==> config.mk <==
export PLATFORM = sky130hd
export DESIGN_NAME = cfp_config_flash_programmer
export DESIGN_NICKNAME = d
export VERILOG_FILES = /design/src/logic/cfp_config_flash_programmer.v /design/src/logic/cfp_flash_seq.v
export VERILOG_INCLUDE_DIRS = /design/src /design/src/logic
export SDC_FILE = /design/constraint.sdc
export NUM_CORES = 1
export LEC_CHECK = 0
export BUFFER_PORTS_ARGS = -buffer_cell sky130_fd_sc_hd__buf_4
export CORE_MARGIN = 2
export CORE_UTILIZATION = 55
export DETAILED_ROUTE_END_ITERATION = 12
export HOLD_SLACK_MARGIN = 0.05
export PLACE_DENSITY = 0.86
export SYNTH_ARGS = -nofsm -noshare
export SYNTH_HDL_FRONTEND = slang
export SYNTH_SLANG_ARGS = --single-unit
==> constraint.sdc <==
create_clock -name clk -period 2.8 [get_ports clk]
set_clock_uncertainty 0.1 [all_clocks]
set_input_delay 0.42 -clock clk [delete_from_list [all_inputs] [get_ports clk]]
set_output_delay 0.42 -clock clk [all_outputs]
set_load 0.03 [all_outputs]
==> src/logic/cfp_consts.vh <==
`ifndef CFP_CONSTS_VH
`define CFP_CONSTS_VH
`define CFP_OFF_STATUS      15'h0000
`define CFP_OFF_CONTROL     15'h0004
`define CFP_OFF_CFGDATA     15'h0008
`define CFP_OFF_FAULT       15'h000c
`define CFP_OFF_BUSY        15'h0010
`define CFP_OFF_READ        15'h0014
`define CFP_OFF_RESET       15'h0018
`define CFP_OFF_PROGRAM     15'h001c
`define CFP_OFF_SECTOR      15'h0020
`define CFP_OFF_CHIP        15'h0024
`define CFP_OFF_WDATA       15'h0028
`define CFP_OFF_ADDRL       15'h002c
`define CFP_OFF_ADDRM       15'h0030
`define CFP_OFF_ADDRH       15'h0034
`define CFP_OFF_MONDATA     15'h0038
`define CFP_OFF_MONADDR     15'h003c
`define CFP_BIT_DONE        0
`define CFP_BIT_CLEARDONE   1
`define CFP_BIT_STOP        0
`define CFP_BIT_CLEAR       2
`define CFP_BIT_FAULT       5
`define CFP_BIT_BUSY        7
`define CFP_BIT_CMD         0
`define CFP_RST_CONTROL     8'h01
`define CFP_RST_BYTE        8'h00
`define CFP_PROG_TIME_NS    9000
`define CFP_CLK_PERIOD_NS   100
`define CFP_PROG_CYCLES     ((`CFP_PROG_TIME_NS + `CFP_CLK_PERIOD_NS - 1) / `CFP_CLK_PERIOD_NS)
`define CFP_STROBE_CYCLES   4
`endif

==> src/logic/cfp_config_flash_programmer.v <==
// Contract
// Status bit 0 reads 1 when FPGA configuration is done.
// Status bit 1 mirrors the FPGA clear-done line.
// Control bit 0 high suspends automatic loading from flash.
// Writing 1 to control bit 2 resets FPGA configuration logic.
// Each configuration data write sends one byte to the FPGA port.
// Host sets stop bit before writing configuration data.
// Host clears the FPGA configuration before loading a new one.
// Fault status bit 5 mirrors the flash fault output.
// Busy status bit 7 reads 1 while flash busy; others zero.
// Busy reads 1 whenever the stop bit is 0.
// Host checks busy is 0 before any new flash command.
// Reading the flash read register reads flash at the held address.
// Flash reset command returns flash to array read, even while busy; the code drops a reset that arrives during the strobe pulse.
// Program command writes the held byte at the held address.
// Held address increments by one after each program completes.
// Sector erase selects sector from top seven address bits.
// Chip erase clears whole flash; busy falls on completion.
// Commands are ignored during erase; hardware reset aborts it.
// Host erases before reprogramming any flash area.
// Data register holds program byte in low 8 bits; any access width.
// Three byte registers form the 24-bit flash address.
// Monitor data access reaches the register chosen by monitor address.
// A byte program keeps busy about 9 microseconds.
// Busy rises at command issue and falls on flash ready; the code drops it for a read at strobe end.
`timescale 1ns/1ns
`include "cfp_consts.vh"
module cfp_config_flash_programmer #(
    parameter PROG_CYCLES = `CFP_PROG_CYCLES
) (
    input  wire        clk,
    input  wire        srst,
    input  wire        clkEn,
    input  wire        regWr,
    input  wire        regRd,
    input  wire [14:0] regAddr,
    input  wire [3:0]  regBe,
    input  wire [31:0] regWdata,
    output reg  [31:0] regRdata_r,
    output reg         regRvalid_r,
    input  wire        fpgaDonePin,
    input  wire        fpgaClearDonePin,
    output wire        cfgStop,
    output reg         cfgClear_r,
    output reg  [7:0]  cfgByte_r,
    output reg         cfgByteStrobe_r,
    input  wire        flashReadyPin,
    input  wire [7:0]  flashDqPin,
    output wire [23:0] flashAddrOut,
    output wire [7:0]  flashDataOut,
    output wire [2:0]  flashOp,
    output wire        flashStrobe,
    output reg  [6:0]  monAddr_r,
    output reg  [15:0] monWdata_r,
    output reg         monWrite_r,
    input  wire [15:0] monRdata
);
    // ****************************************
    // Pin synchronisers
    // ****************************************
    reg [1:0] doneSync_r;
    reg [1:0] clrSync_r;
    reg [1:0] rdySync_r;
    reg [7:0] dqMeta_r;
    reg [7:0] dqSync_r;
    reg [15:0] monMeta_r;
    reg [15:0] monSync_r;
    always @(posedge clk) begin
        if (srst) begin
            doneSync_r <= 2'b00;
            clrSync_r  <= 2'b00;
            rdySync_r  <= 2'b00;
            dqMeta_r   <= 8'h00;
            dqSync_r   <= 8'h00;
            monMeta_r  <= 16'h0000;
            monSync_r  <= 16'h0000;
        end else if (clkEn) begin
            doneSync_r <= {doneSync_r[0], fpgaDonePin};
            clrSync_r  <= {clrSync_r[0], fpgaClearDonePin};
            rdySync_r  <= {rdySync_r[0], flashReadyPin};
            dqMeta_r   <= flashDqPin;
            dqSync_r   <= dqMeta_r;
            monMeta_r  <= monRdata;
            monSync_r  <= monMeta_r;
        end
    end

    // ****************************************
    // Byte merge for sub-word writes
    // ****************************************
    // Only lane 0 matters for byte registers; upper lanes are dropped.
    function [7:0] lowLane;
        input [7:0] old;
        input [3:0] be;
        input [31:0] wd;
        begin
            lowLane = be[0] ? wd[7:0] : old;
        end
    endfunction

    wire hit0 = regBe[0];
    wire wrCtl  = regWr && regAddr == `CFP_OFF_CONTROL;
    wire wrCfg  = regWr && regAddr == `CFP_OFF_CFGDATA && hit0;
    wire wrRst  = regWr && regAddr == `CFP_OFF_RESET   && hit0 && regWdata[`CFP_BIT_CMD];
    wire wrProg = regWr && regAddr == `CFP_OFF_PROGRAM && hit0 && regWdata[`CFP_BIT_CMD];
    wire wrSect = regWr && regAddr == `CFP_OFF_SECTOR  && hit0 && regWdata[`CFP_BIT_CMD];
    wire wrChip = regWr && regAddr == `CFP_OFF_CHIP    && hit0 && regWdata[`CFP_BIT_CMD];
    wire rdFlash = regRd && regAddr == `CFP_OFF_READ;

    // ****************************************
    // Registers
    // ****************************************
    reg [7:0] control_r;
    reg [7:0] wByte_r;
    reg [7:0] addrL_r;
    reg [7:0] addrM_r;
    reg [7:0] addrH_r;
    reg       readPending_r;
    wire      seqBusy;
    wire      eraseActive;
    wire      progDone;
    wire      readValid;
    wire [7:0] readByte;

    assign cfgStop = control_r[`CFP_BIT_STOP];

    // Erase blocks every new command; only reset passes while a non-erase op hangs busy.
    wire acceptCmd = !eraseActive && (!seqBusy || wrRst);
    wire goRead  = rdFlash && acceptCmd && !seqBusy;
    wire goRst   = wrRst && !eraseActive;
    wire goProg  = wrProg && acceptCmd && !seqBusy;
    wire goSect  = wrSect && acceptCmd && !seqBusy;
    wire goChip  = wrChip && acceptCmd && !seqBusy;

    wire [23:0] addrNext = {addrH_r, addrM_r, addrL_r} + 24'h000001;

    always @(posedge clk) begin
        if (srst) begin
            control_r       <= `CFP_RST_CONTROL;
            cfgClear_r      <= 1'b0;
            cfgByte_r       <= `CFP_RST_BYTE;
            cfgByteStrobe_r <= 1'b0;
            wByte_r         <= `CFP_RST_BYTE;
            addrL_r         <= `CFP_RST_BYTE;
            addrM_r         <= `CFP_RST_BYTE;
            addrH_r         <= `CFP_RST_BYTE;
            monAddr_r       <= 7'h00;
            monWdata_r      <= 16'h0000;
            monWrite_r      <= 1'b0;
        end else if (clkEn) begin
            cfgByteStrobe_r <= 1'b0;
            monWrite_r      <= 1'b0;
            cfgClear_r      <= 1'b0;
            if (wrCtl && hit0) begin
                control_r <= {7'h00, regWdata[`CFP_BIT_STOP]};
                cfgClear_r <= regWdata[`CFP_BIT_CLEAR];
            end
            if (wrCfg) begin
                cfgByte_r       <= regWdata[7:0];
                cfgByteStrobe_r <= 1'b1;
            end
            if (regWr && regAddr == `CFP_OFF_WDATA) begin
                wByte_r <= lowLane(wByte_r, regBe, regWdata);
            end
            if (progDone) begin
                {addrH_r, addrM_r, addrL_r} <= addrNext;
            end else begin
                if (regWr && regAddr == `CFP_OFF_ADDRL) begin
                    addrL_r <= lowLane(addrL_r, regBe, regWdata);
                end
                if (regWr && regAddr == `CFP_OFF_ADDRM) begin
                    addrM_r <= lowLane(addrM_r, regBe, regWdata);
                end
                if (regWr && regAddr == `CFP_OFF_ADDRH) begin
                    addrH_r <= lowLane(addrH_r, regBe, regWdata);
                end
            end
            if (regWr && regAddr == `CFP_OFF_MONADDR && regBe[2]) begin
                monAddr_r <= regWdata[22:16];
            end
            if (regWr && regAddr == `CFP_OFF_MONDATA) begin
                monWdata_r <= regWdata[15:0];
                monWrite_r <= 1'b1;
            end
        end
    end

    // ****************************************
    // Flash sequencer
    // ****************************************
    cfp_flash_seq #(
        .PROG_CYCLES (PROG_CYCLES)
    ) uSeq (
        .clk           (clk),
        .srst          (srst),
        .clkEn         (clkEn),
        .cmdRead       (goRead),
        .cmdReset      (goRst),
        .cmdProgram    (goProg),
        .cmdSector     (goSect),
        .cmdChip       (goChip),
        .addrIn        ({addrH_r, addrM_r, addrL_r}),
        .dataIn        (wByte_r),
        .flashReadyS   (rdySync_r[1]),
        .flashDqS      (dqSync_r),
        .busy_r        (seqBusy),
        .eraseActive_r (eraseActive),
        .progDone_r    (progDone),
        .readValid_r   (readValid),
        .readByte_r    (readByte),
        .flashAddr_r   (flashAddrOut),
        .flashDout_r   (flashDataOut),
        .flashOp_r     (flashOp),
        .flashStrobe_r (flashStrobe)
    );

    // ****************************************
    // Read path
    // ****************************************
    // An accepted flash read answers late, once the sequencer samples the bus; a refused flash read (zero) and others answer next cycle.
    wire flashBusyBit = seqBusy | ~control_r[`CFP_BIT_STOP];
    reg [31:0] rdMux;
    always @* begin
        rdMux = 32'h00000000;
        case (regAddr)
            `CFP_OFF_STATUS:  rdMux = {30'h0, clrSync_r[1], doneSync_r[1]};
            `CFP_OFF_CONTROL: rdMux = {24'h0, control_r};
            `CFP_OFF_FAULT:   rdMux = {26'h0, dqSync_r[`CFP_BIT_FAULT], 5'h00};
            `CFP_OFF_BUSY:    rdMux = {24'h0, flashBusyBit, 7'h00};
            `CFP_OFF_WDATA:   rdMux = {24'h0, wByte_r};
            `CFP_OFF_ADDRL:   rdMux = {24'h0, addrL_r};
            `CFP_OFF_ADDRM:   rdMux = {24'h0, addrM_r};
            `CFP_OFF_ADDRH:   rdMux = {24'h0, addrH_r};
            `CFP_OFF_MONDATA: rdMux = {9'h000, monAddr_r, monSync_r};
            default:          rdMux = 32'h00000000;
        endcase
    end

    always @(posedge clk) begin
        if (srst) begin
            regRdata_r    <= 32'h00000000;
            regRvalid_r   <= 1'b0;
            readPending_r <= 1'b0;
        end else if (clkEn) begin
            regRvalid_r <= 1'b0;
            if (readValid && readPending_r) begin
                regRdata_r    <= {24'h0, readByte};
                regRvalid_r   <= 1'b1;
                readPending_r <= 1'b0;
            end else if (rdFlash) begin
                if (goRead) begin
                    readPending_r <= 1'b1;
                end else begin
                    regRdata_r  <= 32'h00000000;
                    regRvalid_r <= 1'b1;
                end
            end else if (regRd) begin
                regRdata_r  <= rdMux;
                regRvalid_r <= 1'b1;
            end
        end
    end
endmodule

==> src/logic/cfp_flash_seq.v <==
`timescale 1ns/1ns
`include "cfp_consts.vh"
module cfp_flash_seq #(
    parameter PROG_CYCLES = `CFP_PROG_CYCLES
) (
    input  wire        clk,
    input  wire        srst,
    input  wire        clkEn,
    input  wire        cmdRead,
    input  wire        cmdReset,
    input  wire        cmdProgram,
    input  wire        cmdSector,
    input  wire        cmdChip,
    input  wire [23:0] addrIn,
    input  wire [7:0]  dataIn,
    input  wire        flashReadyS,
    input  wire [7:0]  flashDqS,
    output reg         busy_r,
    output reg         eraseActive_r,
    output reg         progDone_r,
    output reg         readValid_r,
    output reg  [7:0]  readByte_r,
    output reg  [23:0] flashAddr_r,
    output reg  [7:0]  flashDout_r,
    output reg  [2:0]  flashOp_r,
    output reg         flashStrobe_r
);
    // ********************************
    // Sequencer states
    // ********************************
    localparam ST_IDLE  = 2'd0;
    localparam ST_PULSE = 2'd1;
    localparam ST_WAIT  = 2'd2;
    localparam ST_MIN   = 2'd3;
    localparam OP_READ  = 3'd1;
    localparam OP_RESET = 3'd2;
    localparam OP_PROG  = 3'd3;
    localparam OP_SECT  = 3'd4;
    localparam OP_CHIP  = 3'd5;
    reg [1:0]  state_r;
    reg [15:0] cnt_r;
    wire anyCmd = cmdRead | cmdReset | cmdProgram | cmdSector | cmdChip;
    always @(posedge clk) begin
        if (srst) begin
            state_r       <= ST_IDLE;
            cnt_r         <= 16'h0000;
            busy_r        <= 1'b0;
            eraseActive_r <= 1'b0;
            progDone_r    <= 1'b0;
            readValid_r   <= 1'b0;
            readByte_r    <= 8'h00;
            flashAddr_r   <= 24'h000000;
            flashDout_r   <= 8'h00;
            flashOp_r     <= 3'd0;
            flashStrobe_r <= 1'b0;
        end else if (clkEn) begin
            progDone_r  <= 1'b0;
            readValid_r <= 1'b0;
            case (state_r)
                ST_IDLE: begin
                    if (anyCmd) begin
                        busy_r        <= 1'b1;
                        flashAddr_r   <= addrIn;
                        flashDout_r   <= dataIn;
                        flashStrobe_r <= 1'b1;
                        cnt_r         <= 16'h0000;
                        state_r       <= ST_PULSE;
                        if (cmdReset) begin
                            flashOp_r <= OP_RESET;
                        end else if (cmdChip) begin
                            flashOp_r     <= OP_CHIP;
                            eraseActive_r <= 1'b1;
                        end else if (cmdSector) begin
                            flashOp_r     <= OP_SECT;
                            eraseActive_r <= 1'b1;
                            flashAddr_r   <= {addrIn[23:17], 17'h00000};
                        end else if (cmdProgram) begin
                            flashOp_r <= OP_PROG;
                        end else begin
                            flashOp_r <= OP_READ;
                        end
                    end
                end
                ST_PULSE: begin
                    cnt_r <= cnt_r + 16'h0001;
                    if (cnt_r == `CFP_STROBE_CYCLES - 1) begin
                        flashStrobe_r <= 1'b0;
                        if (flashOp_r == OP_READ) begin
                            readByte_r  <= flashDqS;
                            readValid_r <= 1'b1;
                            busy_r      <= 1'b0;
                            state_r     <= ST_IDLE;
                        end else begin
                            state_r <= (flashOp_r == OP_PROG) ? ST_MIN : ST_WAIT;
                        end
                    end
                end
                ST_MIN: begin
                    // Programming holds busy at least the nominal byte time even if ready returns early.
                    cnt_r <= cnt_r + 16'h0001;
                    if (cnt_r >= PROG_CYCLES[15:0]) begin
                        state_r <= ST_WAIT;
                    end
                end
                ST_WAIT: begin
                    if (flashReadyS) begin
                        busy_r        <= 1'b0;
                        eraseActive_r <= 1'b0;
                        progDone_r    <= (flashOp_r == OP_PROG);
                        state_r       <= ST_IDLE;
                    end
                end
                default: begin
                    state_r <= ST_IDLE;
                end
            endcase
            if (cmdReset && state_r[1]) begin
                busy_r        <= 1'b1;
                flashOp_r     <= OP_RESET;
                flashStrobe_r <= 1'b1;
                cnt_r         <= 16'h0000;
                state_r       <= ST_PULSE;
            end
        end
    end
endmodule

==> reports/qor.yml <==
status: "finished clean"
vias: 9269
post_cts_buffers: 0
via_per_inst: 5.95
cts_sinks: 212
placed_cells: 1486
synth_most_common_cell: "dfxtp_1"
whs_path_depth: 3
chipWidth_um: 136
antenna_found_initial: 0
dr.pass1.iters: 8
yosys-top-cells-count: "dfxtp_1, nand2_1, nor2_1"
layout_min_cycle_time_ns: 2.25
min_from: "regWdata[8]"
ant_nets: 0
start_util_pct: 55.8
ys_async_sr_fraction_pct: 0
cp.arrival_ns: 2.59
grtUsageMet3_pct: 5.87
power_density_nw_per_um2: 527
io_pins: 187
cts_tree: "built"
syn_area_per_cell_um2: 8.36
end_kind: "flip-flop"
drt_iter0_drc: 804
clock_latency_ns: 0.53
r2r_slack_ns: 0.55
clock.fmax_ghz: 0.444
nets: 1411
die_h_um: 136
rsz0062_at_grt: "no"
hold_violations: 0
syn_inst: 1143
use_met1_pct: 39.1
synthToLayoutAreaGrowth_pct: 26.7
hold_class: "primary input to flip-flop"
hold_buffers: 35
cp.required_ns: 3.14
die-area_um2: 18400
syn_area_um2: 9550
cts_buffers: 22
final_cells: 1557
r2r-end: "uSeq.cnt_r[10]$_SDFFE_PP0P_"
tightest_slew_ns: 1.08
port-buffer-count: 166
cellLeakagePower_nw: 4.83
fin_tns_setup_ns: 0
max-slew-margin-rel_pct: 28.1
synth_flop_cell: "dfxtp_1"
dp_hpwl_um: 18900
drcViolationCount: 0
power.total_mw: 6.37
track_usage_pct: 30.0
ctsResizeCount: 0
wl_per_cell_um: 18.1
grt_pass1_vias: 8691
final_max_slew_viol_count: 0
regArea_um2: 4240
drive_gt1_share_pct: 19.3
post-route-util_pct: 70.7
drv_cap: 0
path_cells: "inv_1, ha_1, o31ai_4, buf_4, nor2_1, o21ai_0, a21oi_1"
finalSetupViolations: 0
clk_pin_slew_ns: 0.06
routed_wl_um: 28100
multi_input_area_um2: 4850
ys_top_cells_by_area: "dfxtp_1, mux2i_1, nand2_1, a21oi_1, nor2_1"
grt_busiest_layer: "met2"
worstSetupStartpointType: "flip-flop"
holdWs_ns: 0.0530
synth_top_area_share_pct: 44.4
r2r-start: "uSeq.state_r[1]$_SDFFE_PP0P_"
cts_root_buf: "clkbuf_16"
grt_max_degree: 131
synth-edff-count: 0
peakVddDrop_uv: 554
place.gp.congestion: 0.967
grt_pass1_wl_um: 44700
cp_slowest_cell: "nor2_1"
hold_path_end: "monWdata_r[8]$_SDFFE_PP0P_"
cts_buffer_depth: 3
core_um2: 17100
use_met2_pct: 49.2
h-tree-depth: 1
synth_top_cell_by_area: "dfxtp_1"
criticalPathCategory: "flip-flop to flip-flop"
yosysSeqAreaShare_pct: 44.4
ys_ff_latch: 212
critical_path.max_stage_delay_ns: 0.54
nFillCells: 1283
reg2reg_depth: 7
antennaDiodeCount: 0
finalCritPeriodShare_pct: 80.4
ys_types: 74
grt-ovfl-total: 0
rows: 48
synth_warnings: 0
cp_max_fo: 12
[placed cells by master (no fill, tap or decap), types with 9 or more instances in the layout]
master	count
dfxtp_1	212
buf_4	201
nand2_1	164
nor2_1	114
a21oi_1	107
mux2i_1	84
nand3_1	74
o21ai_0	43
dlygate4sd3_1	35
clkbuf_16	22
a211oi_1	20
and3_1	19
nand4_1	17
nor3_1	16
inv_1	15
a31oi_1	13
or4_1	11
conb_1	9
[cell families (layout without fill, tap and decap cells)]
logic type	Yosys count	after routing	synth area share [%]
buffers and inverters	112	293	5.08
AND/OR/NAND/NOR	479	479	24.4
multiplexers	85	85	8.92
other	1	9	0.0392
flip-flops	212	212	44.4
AO/OA/AOI/OAI	245	245	16.0
adder cells (fa/ha/maj)	8	8	1.05
XOR/XNOR	1	1	0.0917
[metrics by stage]
| step | worst slack, ns | area (um2) |
|---|---|---|
| floorplan | 0.363 | 9580 |
| global placement | 0.202 | 11000 |
| detailed placement | 0.146 | 11000 |
| CTS | 0.575 | 12100 |
| global route | 0.323 | 12100 |
| finish | 0.549 | 12100 |
[metal layers]
layer	vias to the layer above	wire, um
li1	4406	-
met1	4298	11300
met2	474	13200
met3	91	2600
met4	0	1020
met5	-	0
[cell type report]
| class | count | share of cell area [%] |
|---|---|---|
| Clock buffer | 31 | 5.16 |
| Clock inverter | 5 | 0.641 |
| Inverter | 16 | 0.496 |
| Multi-Input combinational cell | 827 | 40.1 |
| Sequential cell | 212 | 35.1 |
| Tap cell | 225 | 2.33 |
| Timing Repair Buffer | 241 | 16.2 |
[worst max-delay path, delay by kind of cell, from the launching register on]
kind	cells	cell delay [ns]
AO/OA/AOI/OAI	3	0.53
AND/OR/NAND/NOR	1	0.54
buffers and inverters	2	0.28
flip-flops	1	0.36
adder cells (fa/ha/maj)	1	0.36
[sequential cells by signal (all words and copies together), names as in the netlist, 16 cells and up]
name              cells
uSeq.cnt_r           16
monMeta_r            16
monWdata_r           16
regRdata_r           23
monSync_r            16
uSeq.flashAddr_r     24
[worst max path at each step]
stage                                      end                          from  cells after the start  slack, ns
2_1_floorplan      uSeq.cnt_r[13]$_SDFFE_PP0P_                    regAddr[4]                      8       0.36
3_3_place_gp       regRdata_r[10]$_SDFFE_PP0P_                   regAddr[10]                      9       0.20
3_5_place_dp        regRdata_r[6]$_SDFFE_PP0P_                   regAddr[10]                      9       0.15
4_1_cts            uSeq.cnt_r[10]$_SDFFE_PP0P_  uSeq.state_r[1]$_SDFFE_PP0P_                      7       0.57
5_1_grt        uSeq.flashStrobe_r$_SDFFE_PP0P_  uSeq.state_r[1]$_SDFFE_PP0P_                      7       0.32
6_report           uSeq.cnt_r[10]$_SDFFE_PP0P_  uSeq.state_r[1]$_SDFFE_PP0P_                      7       0.55
[power breakdown]
part           switching [mW]  internal (mW)  total [mW]
logic                   0.247          0.186       0.432
registers              0.0286           3.06        3.09
clock network            1.20           1.65        2.85
(Power assumes the default switching activity.)
